[src/cbt_map.vh]
// Constants for the CAN bit-timing and receive mailbox block.
// Assumes a 32-bit byte-addressed register port; offsets are byte addresses.
`ifndef CBT_MAP_VH
`define CBT_MAP_VH
// ---------------------------------------------------------------
// Register byte addresses
// ---------------------------------------------------------------
`define CBT_ADDR_W            32
`define CBT_MASTER_CONTROL    32'hffffd800
`define CBT_TIMING_SEGMENTS   32'hffffd804
`define CBT_TIMING_PRESCALER  32'hffffd806
`define CBT_INTERRUPT_MASK    32'hffffd80a
`define CBT_IRQ_FLAGS         32'hffffd80c
`define CBT_GLOBAL_STATUS     32'hffffd80e
`define CBT_RX_PENDING        32'hffffd842
`define CBT_BOX0_MASK         32'hffffd904
`define CBT_BOX0_PAYLOAD      32'hffffd908
`define CBT_BOX0_CONTROL0     32'hffffd900
`define CBT_BOX0_CONTROL1     32'hffffd910
`define CBT_BOX1_CONTROL0     32'hffffd920
`define CBT_BOX1_CONTROL1     32'hffffd930
`define CBT_STANDBY_CONTROL   32'hffffe806
// ---------------------------------------------------------------
// Field positions
// ---------------------------------------------------------------
`define CBT_MCR_CFG_BIT       0
`define CBT_MCR_NATIVE_BIT    15
`define CBT_SEG1_LSB          12
`define CBT_SEG2_LSB          8
`define CBT_SJW_LSB           4
`define CBT_BSP_BIT           0
`define CBT_ROLE_LSB          8
`define CBT_DLC_LSB           0
`define CBT_GSR_RESET_BIT     3
`define CBT_IRR_RESET_BIT     0
`define CBT_STOP_BIT          0
`define CBT_ID_LSB            18
`define CBT_IDE_BIT           31
`define CBT_RTR_BIT           30
// ---------------------------------------------------------------
// Codes and reset values
// ---------------------------------------------------------------
`define CBT_ROLE_RX           3'h2
`define CBT_ROLE_TX           3'h0
`define CBT_MCR_RESET         16'h0001
`define CBT_MASK_RESET        16'hffff
`define CBT_STANDBY_RESET     8'h01
`define CBT_SYNC_TQ           5'h01
`endif

[src/cbt_can_core.v]
// CAN bit-timing engine with a receive mailbox and its register port.
// Assumes the CAN receive level is already synchronous to clk_sys_i and
// that a frame decoder outside raises frame_done_i with the decoded frame.
//
// Local design decision: the address-and-strobe port.
`timescale 1ns/1ps
`include "cbt_map.vh"

module cbt_can_core #(
   parameter NUM_BOXES = 16
) (
   input  wire        clk_sys_i,
   input  wire        rst_n_i,
   input  wire        clk_en_i,
   input  wire [31:0] reg_addr_i,
   input  wire [31:0] reg_wdata_i,
   input  wire        reg_wr_i,
   input  wire        reg_rd_i,
   output reg  [31:0] reg_rdata_o,
   input  wire        can_rx_i,
   input  wire        frame_done_i,
   input  wire [3:0]  frame_box_i,
   input  wire        frame_ide_i,
   input  wire        frame_rtr_i,
   input  wire [28:0] frame_id_i,
   input  wire [3:0]  frame_dlc_i,
   input  wire [63:0] frame_data_i,
   output reg         sample_pulse_o,
   output reg         sample_bit_o,
   output reg         bit_end_o,
   output wire        bus_active_o,
   output wire        irq_o
);

   // ---------------------------------------------------------------
   // Register state
   // ---------------------------------------------------------------
   reg  [15:0] master_r;
   reg  [15:0] segments_r;
   reg  [15:0] prescaler_r;
   reg  [15:0] imask_r;
   reg  [15:0] irq_flags_r;
   reg  [15:0] rx_pend_r;
   reg  [7:0]  standby_r;
   reg         in_cfg_r;
   // Only box 0 stores frames; box 1 keeps its transmit setup for
   // software. The other boxes of the full set are left out here.
   reg  [31:0] box0_mask_r;    // Acceptance mask of box 0 only; box 1 has none
   reg  [31:0] box0_ctl0_r;
   reg  [15:0] box0_ctl1_r;
   reg  [63:0] box0_data_r;
   reg  [31:0] box1_ctl0_r;
   reg  [15:0] box1_ctl1_r;

   wire        stopped  = standby_r[`CBT_STOP_BIT];
   wire        run      = clk_en_i & ~stopped;
   wire        cfg_req  = master_r[`CBT_MCR_CFG_BIT];
   wire        cfg_wr   = reg_wr_i & in_cfg_r;
   wire [3:0]  seg1_set = segments_r[`CBT_SEG1_LSB +: 4];
   wire [2:0]  seg2_set = segments_r[`CBT_SEG2_LSB +: 3];
   wire [1:0]  sjw_set  = segments_r[`CBT_SJW_LSB +: 2];
   wire [7:0]  brp_set  = prescaler_r[7:0];
   wire [2:0]  box0_role = box0_ctl1_r[`CBT_ROLE_LSB +: 3];

   assign bus_active_o = ~in_cfg_r & ~stopped;
   // Every source has one mask bit; all ones blocks them all
   assign irq_o = |(irq_flags_r & ~imask_r);

   // ---------------------------------------------------------------
   // Time quantum prescaler
   // ---------------------------------------------------------------
   // Quantum is 2*(brp+1) clocks, counted as a 9-bit down counter
   // The counter reloads while off the bus so the first quantum after
   // leaving configuration is a full one
   reg  [8:0] tq_cnt_r;
   wire [8:0] tq_len = {brp_set, 1'b1};
   wire       tq_tick = (tq_cnt_r == 9'h000);

   always @(posedge clk_sys_i or negedge rst_n_i) begin
      if (!rst_n_i) begin
         tq_cnt_r <= 9'h000;
      end else if (run) begin
         if (!bus_active_o || tq_tick) begin
            tq_cnt_r <= tq_len;
         end else begin
            tq_cnt_r <= tq_cnt_r - 9'h001;
         end
      end
   end

   // ---------------------------------------------------------------
   // Bit segment sequencer
   // ---------------------------------------------------------------
   localparam ST_SYNC = 3'b001;
   localparam ST_SEG1 = 3'b010;
   localparam ST_SEG2 = 3'b100;

   reg  [2:0] state_r;
   reg  [4:0] seg_cnt_r;     // Quanta left in the current segment
   reg        rx_prev_r;
   reg        hard_sync_ok_r;
   reg  [4:0] seg_cnt_nxt;
   reg  [2:0] state_nxt;
   reg        bit_end_nxt;
   reg        sample_nxt;

   wire [4:0] seg1_len = {1'b0, seg1_set} + 5'h01;
   wire [4:0] seg2_len = {2'b00, seg2_set} + 5'h01;
   wire [4:0] sjw_len  = {3'b000, sjw_set} + 5'h01;
   wire       fall_edge = rx_prev_r & ~can_rx_i;
   // Phase error measured from quanta still left in seg1 or seg2
   wire [4:0] late_err  = (seg1_len - seg_cnt_r);
   wire [4:0] early_err = seg_cnt_r;

   // Edges are seen only at quantum ticks, so phase error is known to
   // one quantum; finer timing would need a per-clock edge capture
   // Next-segment selection with resynchronisation on recessive-to-dominant edges.
   // Edges inside the sync quantum need no correction.
   always @* begin
      state_nxt   = state_r;
      seg_cnt_nxt = seg_cnt_r;
      bit_end_nxt = 1'b0;
      sample_nxt  = 1'b0;
      case (state_r)
         ST_SYNC: begin
            state_nxt   = ST_SEG1;
            seg_cnt_nxt = seg1_len;
         end
         ST_SEG1: begin
            if (fall_edge && hard_sync_ok_r) begin
               // Late edge: stretch phase one by at most jump width
               seg_cnt_nxt = seg_cnt_r + ((late_err > sjw_len) ?
                             sjw_len : late_err);
            end else if (seg_cnt_r <= 5'h01) begin
               state_nxt   = ST_SEG2;
               seg_cnt_nxt = seg2_len;
               sample_nxt  = 1'b1;
            end else begin
               seg_cnt_nxt = seg_cnt_r - 5'h01;
            end
         end
         ST_SEG2: begin
            if (fall_edge && hard_sync_ok_r &&
                early_err <= sjw_len) begin
               // Early edge: cut phase two, start next bit now
               state_nxt   = ST_SYNC;
               bit_end_nxt = 1'b1;
            end else if (seg_cnt_r <= 5'h01) begin
               state_nxt   = ST_SYNC;
               bit_end_nxt = 1'b1;
            end else if (fall_edge && hard_sync_ok_r) begin
               seg_cnt_nxt = seg_cnt_r - sjw_len;
            end else begin
               seg_cnt_nxt = seg_cnt_r - 5'h01;
            end
         end
         default: begin
            state_nxt   = ST_SYNC;
            seg_cnt_nxt = 5'h00;
         end
      endcase
   end

   // Segment registers advance once per quantum while on the bus
   always @(posedge clk_sys_i or negedge rst_n_i) begin
      if (!rst_n_i) begin
         state_r        <= ST_SYNC;
         seg_cnt_r      <= 5'h00;
         rx_prev_r      <= 1'b1;
         hard_sync_ok_r <= 1'b0;
         sample_pulse_o <= 1'b0;
         sample_bit_o   <= 1'b1;
         bit_end_o      <= 1'b0;
      end else if (run) begin
         sample_pulse_o <= 1'b0;
         bit_end_o      <= 1'b0;
         if (!bus_active_o) begin
            state_r        <= ST_SYNC;
            seg_cnt_r      <= `CBT_SYNC_TQ;
            hard_sync_ok_r <= 1'b0;
         end else if (tq_tick) begin
            rx_prev_r      <= can_rx_i;
            hard_sync_ok_r <= 1'b1;
            state_r        <= state_nxt;
            seg_cnt_r      <= seg_cnt_nxt;
            bit_end_o      <= bit_end_nxt;
            sample_pulse_o <= sample_nxt;
            if (sample_nxt) begin
               sample_bit_o <= can_rx_i;
            end
         end
      end else if (clk_en_i) begin
         // A stop must not freeze a pulse high for the whole stop
         sample_pulse_o <= 1'b0;
         bit_end_o      <= 1'b0;
      end
   end

   // ---------------------------------------------------------------
   // Configuration mode handshake
   // ---------------------------------------------------------------
   // Mode changes wait for a bit boundary so no frame is cut mid-bit
   wire mode_enter = cfg_req & ~in_cfg_r;
   wire mode_leave = ~cfg_req & in_cfg_r;
   wire at_bound   = ~bus_active_o | bit_end_o;
   // A request made while already in configuration is answered at once,
   // so software polling the request flag never waits for nothing
   wire cfg_reached = (at_bound & mode_enter) |
                      (reg_wr_i & (reg_addr_i == `CBT_MASTER_CONTROL) &
                       reg_wdata_i[`CBT_MCR_CFG_BIT] & in_cfg_r);

   // ---------------------------------------------------------------
   // Acceptance and receive store for box 0
   // ---------------------------------------------------------------
   // Mask bit one means don't care; zero mask needs exact match
   // Keys follow the control word layout: IDE, RTR, a spare bit, then
   // the identifier, so the format flag lines up with bit 31
   wire [31:0] frame_key = {frame_ide_i, frame_rtr_i, 1'b0,
                            frame_id_i[28:18],
                            frame_id_i[17:0] & {18{frame_ide_i}}};
   wire [31:0] box_key   = {box0_ctl0_r[`CBT_IDE_BIT],
                            box0_ctl0_r[`CBT_RTR_BIT],
                            1'b0,
                            box0_ctl0_r[`CBT_ID_LSB +: 11],
                            box0_ctl0_r[17:0]};
   wire [31:0] key_diff  = (frame_key ^ box_key) & ~box0_mask_r;
   // Standard or extended both matched; IDE takes part in the key
   wire        box0_hit  = frame_done_i & bus_active_o &
                           (frame_box_i == 4'h0) &
                           (box0_role == `CBT_ROLE_RX) &
                           ~frame_rtr_i &
                           (key_diff[31] == 1'b0) &
                           (key_diff[29:0] == 30'h0);
   wire [15:0] box0_set  = {15'h0000, box0_hit};

   // ---------------------------------------------------------------
   // Register writes and hardware-set flags
   // ---------------------------------------------------------------
   always @(posedge clk_sys_i or negedge rst_n_i) begin
      if (!rst_n_i) begin
         master_r    <= `CBT_MCR_RESET;
         segments_r  <= 16'h0000;
         prescaler_r <= 16'h0000;
         imask_r     <= `CBT_MASK_RESET;
         irq_flags_r <= 16'h0000;
         rx_pend_r   <= 16'h0000;
         standby_r   <= `CBT_STANDBY_RESET;
         in_cfg_r    <= 1'b1;
         box0_mask_r <= 32'h00000000;
         box0_ctl0_r <= 32'h00000000;
         box0_ctl1_r <= 16'h0000;
         box0_data_r <= 64'h0000000000000000;
         box1_ctl0_r <= 32'h00000000;
         box1_ctl1_r <= 16'h0000;
      end else if (clk_en_i) begin
         // The stop bit stays writable while stopped, or the block could
         // never be woken again
         if (reg_wr_i && reg_addr_i == `CBT_STANDBY_CONTROL) begin
            standby_r <= reg_wdata_i[7:0];
         end
         if (!stopped) begin
            if (reg_wr_i && reg_addr_i == `CBT_MASTER_CONTROL) begin
               master_r <= reg_wdata_i[15:0];
            end
            if (reg_wr_i && reg_addr_i == `CBT_INTERRUPT_MASK) begin
               imask_r <= reg_wdata_i[15:0];
            end
            if (cfg_wr && reg_addr_i == `CBT_TIMING_SEGMENTS) begin
               segments_r <= reg_wdata_i[15:0];
            end
            if (cfg_wr && reg_addr_i == `CBT_TIMING_PRESCALER) begin
               prescaler_r <= reg_wdata_i[15:0];
            end
            if (cfg_wr && reg_addr_i == `CBT_BOX0_MASK) begin
               box0_mask_r <= reg_wdata_i;
            end
            if (cfg_wr && reg_addr_i == `CBT_BOX0_CONTROL0) begin
               box0_ctl0_r <= reg_wdata_i;
            end
            if (cfg_wr && reg_addr_i == `CBT_BOX0_CONTROL1) begin
               box0_ctl1_r <= reg_wdata_i[15:0];
            end
            if (cfg_wr && reg_addr_i == `CBT_BOX1_CONTROL0) begin
               box1_ctl0_r <= reg_wdata_i;
            end
            if (cfg_wr && reg_addr_i == `CBT_BOX1_CONTROL1) begin
               box1_ctl1_r <= reg_wdata_i[15:0];
            end
            if (cfg_wr && reg_addr_i == `CBT_BOX0_PAYLOAD) begin
               box0_data_r[63:48] <= reg_wdata_i[15:0];
            end
            // Mode change only at a bit boundary
            if (at_bound && (mode_enter || mode_leave)) begin
               in_cfg_r <= cfg_req;
            end
            // Write one clears; a same-cycle set wins over the clear
            irq_flags_r <= (irq_flags_r &
               ~((reg_wr_i && reg_addr_i == `CBT_IRQ_FLAGS) ?
                 reg_wdata_i[15:0] : 16'h0000)) |
               {15'h0000, cfg_reached};
            rx_pend_r <= (rx_pend_r &
               ~((reg_wr_i && reg_addr_i == `CBT_RX_PENDING) ?
                 reg_wdata_i[15:0] : 16'h0000)) | box0_set;
            if (box0_hit) begin
               box0_data_r <= frame_data_i;
               box0_ctl1_r[`CBT_DLC_LSB +: 4] <= frame_dlc_i;
               box0_ctl0_r[`CBT_ID_LSB +: 11] <= frame_id_i[28:18];
               box0_ctl0_r[17:0] <= frame_id_i[17:0];
            end
         end
      end
   end

   // ---------------------------------------------------------------
   // Register read port, data one cycle after the strobe
   // ---------------------------------------------------------------
   reg [31:0] rd_mux;
   always @* begin
      case (reg_addr_i)
         `CBT_MASTER_CONTROL:   rd_mux = {16'h0000, master_r};
         `CBT_TIMING_SEGMENTS:  rd_mux = {16'h0000, segments_r};
         `CBT_TIMING_PRESCALER: rd_mux = {16'h0000, prescaler_r};
         `CBT_INTERRUPT_MASK:   rd_mux = {16'h0000, imask_r};
         `CBT_IRQ_FLAGS:        rd_mux = {16'h0000, irq_flags_r};
         `CBT_GLOBAL_STATUS:    rd_mux = {28'h0000000, in_cfg_r,
                                          3'b000};
         `CBT_RX_PENDING:       rd_mux = {16'h0000, rx_pend_r};
         `CBT_BOX0_MASK:        rd_mux = box0_mask_r;
         `CBT_BOX0_PAYLOAD:     rd_mux = {16'h0000, box0_data_r[63:48]};
         `CBT_BOX0_CONTROL0:    rd_mux = box0_ctl0_r;
         `CBT_BOX0_CONTROL1:    rd_mux = {16'h0000, box0_ctl1_r};
         `CBT_BOX1_CONTROL0:    rd_mux = box1_ctl0_r;
         `CBT_BOX1_CONTROL1:    rd_mux = {16'h0000, box1_ctl1_r};
         `CBT_STANDBY_CONTROL:  rd_mux = {24'h000000, standby_r};
         default:               rd_mux = 32'h00000000;
      endcase
   end

   // Unmapped addresses read zero
   always @(posedge clk_sys_i or negedge rst_n_i) begin
      if (!rst_n_i) begin
         reg_rdata_o <= 32'h00000000;
      end else if (clk_en_i) begin
         reg_rdata_o <= reg_rd_i ? rd_mux : 32'h00000000;
      end
   end

endmodule // cbt_can_core

[config.mk]
export PLATFORM = sky130hd
export DESIGN_NAME = cbt_can_core
export DESIGN_NICKNAME = d
export VERILOG_FILES = /design/src/cbt_can_core.v
export VERILOG_INCLUDE_DIRS = /design/src /design/src/src
export SDC_FILE = /design/constraint.sdc
export NUM_CORES = 1
export LEC_CHECK = 0
export ABC_AREA = 0
export BUFFER_PORTS_ARGS = -buffer_cell sky130_fd_sc_hd__buf_2
export CORE_ASPECT_RATIO = 1.1
export CORE_UTILIZATION = 44
export DETAILED_ROUTE_END_ITERATION = 10
export GPL_ROUTABILITY_DRIVEN = 1
export PLACE_DENSITY = 0.64
export SLEW_MARGIN = 0
export SYNTH_ARGS = -nofsm -noshare
export SYNTH_HDL_FRONTEND = slang
export SYNTH_SLANG_ARGS = --single-unit
[constraint.sdc]
create_clock -name clk_sys_i -period 3.9 [get_ports clk_sys_i]
set_input_delay 0 -clock clk_sys_i [delete_from_list [all_inputs] [get_ports clk_sys_i]]
set_output_delay 0 -clock clk_sys_i [all_outputs]
set_load 0.05 [all_outputs]
# After elaboration in Yosys (flattened, before gate mapping)
# Index checks and enable logic that the tools add are counted.
[op_classes]
addsub = 8
magnitude_cmp = 3
n_bitwise = 37
reduce_logical = 48
eq_ne = 24
mux = 41
[ops]
columns = ["op", "count"]
rows = [
  ["$eq A32 B32 Y1 const B", 14],
  ["$pmux W32 S14", 1],
  ["$mux W64", 1],
  ["$mux W29", 2],
  ["$and A16 B16 Y16", 3],
  ["$mux W16", 3],
  ["$not A16 Y16", 3],
  ["$reduce_and A3 Y1", 15],
  ["$mux W5", 8],
  ["$and A32 B32 Y32", 1],
  ["$mux W32", 1],
  ["$not A32 Y32", 1],
  ["$or A16 B1 Y16", 2],
  ["$xor A32 B32 Y32", 1],
  ["$logic_not A30 Y1", 1],
  ["$and A18 B18 Y18", 1],
  ["$mux W3", 6],
  ["$and A1 B1 Y1", 16],
  ["$logic_and A1 B1 Y1", 16],
  ["$reduce_or A16 Y1", 1],
  ["$pmux W5 S3", 1],
  ["$mux W1", 14],
  ["$ne A3 B3 Y1 const B", 4],
  ["$logic_not A9 Y1", 1],
  ["other kinds (28)", 44],
]
[word_totals]
word_cells = 187
input_bits = 174
ff_bits = 351
out_inout_bits = 37

# Logic depth before layout (Yosys ltp)
# Gate-level depths: netlist of run 1.
[depth]
ltp_word = 10
mapped_depth = 19
ltp_nobuf = 19

# Worst setup path before layout of run 1
# OpenSTA, ideal clock, no wires.
[synth_path]
path_kind = "reg-to-reg"
start = "register segments_r[12]"
end = "register seg_cnt_r[4] (netlist: early_err[4])"
arrival_time_ns = 4.052
slack_ns = -0.277
period_less_slack_ns = 4.177
n_path_buf = 0
setup_ns = 0.125
stages_incl_launch_ff = 20
required_time_ns = 3.775
cell_sequence = "dfrtp_1 ha_1 inv_1 fa_1 inv_1 ha_1 a21o_1 a21oi_1 a31oi_1 nor3_1 mux2i_1 ha_1 fa_1 a21o_1 a21oi_1 xor2_1 nand2_1 o2111ai_1 a21oi_1 mux2_2"
[synth_via]
elab_chain_cells = 9
[synth_lines]
columns = ["item", "line_no", "text"]
rows = [
  ["start: declaration", "cbt_can_core.v:39", "reg [15:0] segments_r;"],
  ["start signal: assignment", "cbt_can_core.v:269", "segments_r <= reg_wdata_i[15:0];"],
  ["$add A4 B1 Y5 (*)", "cbt_can_core.v:107", "wire [4:0] seg1_len = {1'b0, seg1_set} + 5'h01;"],
  ["$sub A5 B5 Y5", "cbt_can_core.v:112", "wire [4:0] late_err = (seg1_len - seg_cnt_r);"],
  ["$gt A5 B3 Y1", "cbt_can_core.v:132", "seg_cnt_nxt = seg_cnt_r + ((late_err > sjw_len) ?"],
  ["$mux W5", "cbt_can_core.v:132", ""],
  ["$add A5 B5 Y5", "cbt_can_core.v:132", ""],
  ["$mux W5", "cbt_can_core.v:130", "if (fall_edge && hard_sync_ok_r) begin"],
  ["$pmux W5 S3 (*)", "cbt_can_core.v:124", "case (state_r)"],
  ["$mux W5 (*)", "cbt_can_core.v:181", "end else if (tq_tick) begin"],
  ["$mux W5 (*)", "cbt_can_core.v:177", "if (!bus_active_o) begin"],
  ["end signal: assignment", "cbt_can_core.v:179", "seg_cnt_r <= `CBT_SYNC_TQ;"],
  ["end signal: assignment", "cbt_can_core.v:185", "seg_cnt_r <= seg_cnt_nxt;"],
  ["end: declaration", "cbt_can_core.v:99", "reg [4:0] seg_cnt_r;"],
]
# Every way passes the cells marked *; elsewhere a longest branch is shown, timed or not. The select of a mux whose other input is x is not followed.
# A chain may end at the register's enable or synchronous reset.

# Worst setup path in the final report of run 1
# Ends and elaborated chain as after synthesis.

==> results of run 1 <==
-- critical path, cell delays in order, from the launching register on --
cell and delay, ps:
dfrtp_2 440, ha_4 290, inv_2 40, fa_2 540, inv_2 50, ha_4 200, a21o_1 160, a21oi_2 110
a31oi_1 60, nor3_2 170, mux2i_1 120, ha_2 200, fa_2 360, a21o_1 180, a21oi_2 120, xor2_1 160
nand2_1 80, o2111ai_2 80, a21oi_1 90, mux2_4 280
-- routing by layer --
| metal | vias up | part of all wire |
|---|---|---|
| li1 | 5794 | - |
| met1 | 6602 | 0.42 |
| met2 | 565 | 0.48 |
| met3 | 126 | 0.066 |
| met4 | 0 | 0.034 |
| met5 | - | 0 |
-- state kept, by name (all words and copies together) (netlist names), 3 cells and up --
register     cells
prescaler_r     16
tq_cnt_r         9
box1_ctl0_r     32
box0_ctl1_r     16
box0_data_r     16
box0_ctl0_r     32
rx_pend_r       16
box0_mask_r     32
segments_r      16
box1_ctl1_r     16
early_err        5
imask_r         16
master_r        16
irq_flags_r     16
reg_rdata_o     32
state_r          3
standby_r        8
-- final timing paths --
kind | slack [ps] | to
setup reg to reg | 70 | early_err[4]
setup / recovery | 70 | early_err[4]
hold / removal | 50 | reg_rdata_o[3]
max in group asynchronous | 2690 | box0_ctl0_r[17]
hold reg to reg | 470 | box0_ctl1_r[5]
min in group asynchronous | 100 | tq_cnt_r[6]
-- synthesized netlist by cell type, drive strengths merged, types with 25 or more instances --
master / number / share of area
nand3: 27 / 0.011
o22ai: 25 / 0.0099
mux2: 162 / 0.12
buf: 58 / 0.024
xnor2: 38 / 0.021
nor2: 31 / 0.0099
a22oi: 82 / 0.039
nand2: 136 / 0.032
inv: 89 / 0.021
o21ai: 68 / 0.021
dfrtp: 281 / 0.44
a21oi: 36 / 0.012
clkbuf: 34 / 0.0081
-- through the flow --
step                      setup TNS [ps]  cells    util  hold slack, ps
after floorplan                        0   1417       -          -295.6
after global placement            -71.08   2017  0.4866           126.4
after detailed placement          -64.62   2017  0.4866           130.1
after CTS                         -4.998   2198  0.5541           20.31
after global routing              -91.35   2199  0.5546           96.88
final                                  0   2199  0.5546           50.33
-- timing repair --
item | CTS | global route
gates resized for setup | 8 | 2
hold endpoints to repair | 307 | 0
hold buffers | 118 | 0
pin swaps | 11 | 5
buffers inserted | 1 | 1
setup endpoints to repair | 1 | 2
-- cells by family (layout without fill, tap and decap cells) --
family                     Yosys count  in the layout
AOI/OAI and AO/OA                  372            372
xor gates and xnor gates            45             45
adders and majority gates           25             25
buffers and inverters              181            482
DFF                                303            303
muxes                              179            179
other                                1              1
and+or+nand+nor                    311            311
-- where the power goes --
part           total [uW]  switching [uW]  internal (uW)
clock network        3310            1340           1970
logic                1400             779            621
registers            3320            90.9           3230
-- cell type report --
class,instances,area [um2]
Fill cell,3067,15730
Sequential cell,303,7611
Clock inverter,13,136.4
Tap cell,481,601.8
Multi-Input combinational cell,933,7466
Clock buffer,49,1027
Timing Repair Buffer,331,2410
Inverter,89,334.1
==> metrics.yaml, run 1 <==
sta:
  worst_slack_ps: 67.12
  hold_viol_final: 0
  min_period_over_period: 0.9828
  relSlewSlack: 0.3009
  finalSetupViolCount: 0
  worst_slew_pin_slew_ps: 1034
  finalClockSkew_ps: 17.27
  fmax_mhz: 260.9
  min_period_ps: 3833
  rsz0062_at_grt: "true"
  slew_violations: 0
route:
  dr.pass1.iters: 5
  via_per_inst: 5.951
  drtIter0Drc: 1334
  drc: 0
  vias: 13087
  wl_per_cell_um: 23.14
  postRouteAntennaNets: 0
  wl_mm: 50.89
floorplan:
  die_height_um: 201.0
  initial_utilization: 0.4485
  num_rows: 72
  coreArea_mm2: 0.03531
  dieWidth_um: 182.9
  dieArea_mm2: 0.03676
  ioPinCount: 211
global_route:
  antenna_found_initial: 0
  met2_usage: 0.4654
  grt_max_degree: 108
  grt_pass1_vias: 13313
  gr-usage-met3: 0.04445
  met1_usage: 0.3707
  busiest_layer: "met2"
  grt_pass1_wl_mm: 79.36
  grt_remaining_overflow: 0
  grt_usage: 0.2811
final_layout:
  drive_above_1_share: 0.2928
  design_area_mm2: 0.01959
  final_common_cell: "dfrtp_1"
  final_cell_mix: "dfrtp_1 (280), buf_2 (161), nand2_1 (135)"
  synthToLayoutAreaGrowth_pct: 23.66
  diodes: 0
  layout.nets: 1890
yosys:
  post_synth_xor_area_fraction: 0.02488
  async_flop_share: 1.000
  synth.yosys.warnings: 0
  synth.avg_cell_area_um2: 11.18
  synth_compound_area_frac: 0.1696
  synth_edf_count: 0
  synth_cell_types: 90
  synthSimpleGateAreaFrac: 0.1192
  synth_top_family_by_area: "compound AO/OA/AOI/OAI gates"
  netlist_instances: 1417
  yosysSeqAreaShare: 0.4804
  synth_nets: 1615
  ys_ff_latch: 303
  synth_fa_ha_area_frac: 0.02101
  syn-cell-area_mm2: 0.01584
  synth_mux_area_frac: 0.1314
  synth-main-ff-cell: "dfrtp_1"
setup_path:
  crit_fanout: 4
  rr_worst_depth: 19
  cp-start-kind: "register"
  r2r-start: "segments_r[12]"
  crit_arrival_ps: 4240
  endpoint_kind: "register"
  worstSetupStartpoint: "segments_r[12]"
  path_class: "register to register"
  cp_data_required_time_ps: 4310
cts:
  clk_pin_slew_worst_paths_ps: 60
  cts_sinks: 303
  root_buffer: "clkbuf_16"
  cts_buffer_depth: 3
  insertion_delay_ps: 530
  cts_buffers: 34
  cts_tree: "done"
  htreeDepth: 2
pwr:
  power_leakage_uw: 0.009103
  powerDensity_mw_per_mm2: 410.1
  peakVddDrop_mv: 0.3150
  finalPower_uw: 8033
place:
  place.gp.congestion: 0.8862
  place_area_mm2: 0.01719
  hpwl_mm: 35.04
  io_buffers: 162
  post-place-ws_ps: -64.62
hold_path:
  holdPathStages: 4
  worstHoldPathType: "input pin to register"
  worstHoldStart: "reg_addr_i[2]"
flow_run:
  maxCapViolations: 0
status:
  outcome: "complete, no violations"
Power figures use the tool's default switching activity.
==> run 2: changes to the inputs <==
Settings changed: PLACE_DENSITY 0.64 to 0.62.
Clock period 3.9 ns to 4.1 ns, I/O delays scaled along.
==> metrics.yaml, run 2 (synthesis results as in run 1) <==
floorplan:
  coreArea_mm2: 0.03531  # unchanged
  num_rows: 72  # unchanged
  dieArea_mm2: 0.03676  # unchanged
  ioPinCount: 211  # unchanged
  dieWidth_um: 182.9  # unchanged
  die_height_um: 201.0  # unchanged
  initial_utilization: 0.4485  # unchanged
global_route:
  grt_usage: 0.2795  # was 0.2811
  grt_pass1_vias: 13207  # was 13313
  grt_pass1_wl_mm: 78.93  # was 79.36 mm
  grt_remaining_overflow: 0  # unchanged
  grt_max_degree: 101  # was 108
  antenna_found_initial: 1  # was 0
route:
  via_per_inst: 5.918  # was 5.951
  dr.pass1.iters: 6  # was 5
  drc: 0  # unchanged
  postRouteAntennaNets: 0  # unchanged
  wl_per_cell_um: 23.18  # was 23.14 um
  vias: 12991  # was 13087
  wl_mm: 50.88  # was 50.89 mm
  drtIter0Drc: 1176  # was 1334
sta:
  rsz0062_at_grt: "true"  # unchanged
  worst_slack_ps: 161.0  # was 67.12 ps
  worst_slew_pin_slew_ps: 1158  # was 1034 ps
  min_period_ps: 3939  # was 3833 ps
  fmax_mhz: 253.9  # was 260.9 MHz
  finalClockSkew_ps: 26.37  # was 17.27 ps
  fin_setup_tns_ps: 0  # unchanged
  relSlewSlack: 0.2278  # was 0.3009
  min_period_over_period: 0.9607  # was 0.9828
  finalHoldWorstSlack_ps: 15.01  # was 50.33 ps
  hold_viol_final: 0  # unchanged
  slew_violations: 0  # unchanged
  finalSetupViolCount: 0  # unchanged
final_layout:
  layout.nets: 1886  # was 1890
  diodes: 0  # unchanged
  design_area_mm2: 0.01959  # about the same
  synthToLayoutAreaGrowth_pct: 23.68  # was 23.66%
  drive_above_1_share: 0.2894  # was 0.2928
  final_common_cell: "dfrtp_1"  # unchanged
  nFillCells: 3150  # was 3067
  final_cell_mix: "dfrtp_1 (281), buf_2 (161), nand2_1 (135)"  # was dfrtp_1 (280), buf_2 (161), nand2_1 (135)
  fin_cells: 2195  # was 2199
setup_path:
  endpoint_kind: "register"  # unchanged
  cp-start-kind: "register"  # unchanged
  crit_arrival_ps: 4340  # was 4240 ps
  cp_data_required_time_ps: 4500  # was 4310 ps
  crit_fanout: 3  # was 4
  path_class: "register to register"  # unchanged
pwr:
  powerDensity_mw_per_mm2: 394.9  # was 410.1 mW/mm2
  power_leakage_uw: 0.009102  # was 0.009103 uW
  peakVddDrop_mv: 0.2765  # was 0.3150 mV
cts:
  clk_pin_slew_worst_paths_ps: 60  # about the same
  insertion_delay_ps: 540  # was 530 ps
  cts_sinks: 303  # unchanged
  root_buffer: "clkbuf_16"  # unchanged
  cts_buffer_depth: 3  # unchanged
  cts_tree: "done"  # unchanged
  htreeDepth: 2  # unchanged
  cts_buffers: 34  # unchanged
hold_path:
  worstHoldPathType: "input pin to register"  # unchanged
place:
  io_buffers: 162  # unchanged
  dp_cells: 2013  # was 2017
  place.gp.congestion: 0.9238  # was 0.8862
  hpwl_mm: 35.25  # was 35.04 mm
  post-place-ws_ps: -93.31  # was -64.62 ps
  place_area_mm2: 0.01712  # was 0.01719 mm2
status:
  outcome: "complete, no violations"  # unchanged
flow_run:
  maxCapViolations: 0  # unchanged
run 2: cell types whose count changed in the layout (fill, tap and decap cells not counted), moves of 2 or more:
cell | previous run | this run
clkbuf_8 | 12 | 10
inv_6 | 2 | 0
buf_4 | 49 | 47
clkinv_2 | 7 | 5
clkbuf_1 | 3 | 6
bufinv_16 | 2 | 4
run 2: area by class of cell:
cell class                 count  area [um2]  area share
clock inverter                11       177.7    0.009069
inverter                      89       334.1     0.01705
clock buffer                  51        1036     0.05288
sequential                   303        7610      0.3885
multi-input combinational    933        7466      0.3811
timing repair buffer         327        2365      0.1207
tap                          481       601.8     0.03072
run 2: path summary, 6_finish.rpt:
kind / startpoint / to / slack, ps / cells after the start
setup reg to reg: segments_r[12] / early_err[4] / 160 / 19
hold / removal: reg_rd_i / reg_rdata_o[9] / 20 / 3
max in group asynchronous: rst_n_i / box1_ctl0_r[20] / 2810 / 3
hold reg to reg: box0_ctl1_r[7] / box0_ctl1_r[7] / 470 / 2
setup / recovery: segments_r[12] / early_err[4] / 160 / 19
min in group asynchronous: rst_n_i / box0_ctl1_r[6] / 120 / 2
run 2: through the flow:
stage | total power (uW) | util
after CTS | 7703 | 0.5525
after floorplan | 3947 | -
final | 7736 | 0.5547
after detailed placement | 4365 | 0.4849
after global routing | 8047 | 0.5547
after global placement | 4371 | 0.4849
run 2: report_power, final:
| part | switching (uW) | internal [uW] |
|---|---|---|
| registers | 79.8 | 3070 |
| logic | 736 | 573 |
| clock network | 1270 | 2010 |
| total | 2080 | 5650 |
run 2: metal layers:
metal  global-route usage  vias up  share of wire
met3              0.03665      113          0.058
met1               0.3700     6581           0.42
li1                     -     5789              -
met4               0.1039        0          0.037
met5                    0        -              0
met2               0.4669      508           0.49
run 2: what timing repair did:
action,in CTS,in global routing
pin swaps,1,11
buffers inserted,0,3
hold buffers,117,0
hold endpoints to repair,297,0
endpoints found under the setup margin,1,2
resized for setup,1,12
run 2: worst max-delay path: stages, from the launching register on:
cell	delay, ps
dfrtp_1	420
ha_4	290
inv_2	40
fa_2	550
inv_2	50
ha_4	200
a21o_1	160
a21oi_2	120
a31oi_2	50
nor3_2	220
mux2i_1	120
ha_2	220
fa_2	390
a21o_1	180
a21oi_2	120
xor2_1	160
nand2_1	70
o2111ai_1	90
a21oi_1	90
mux2_4	280
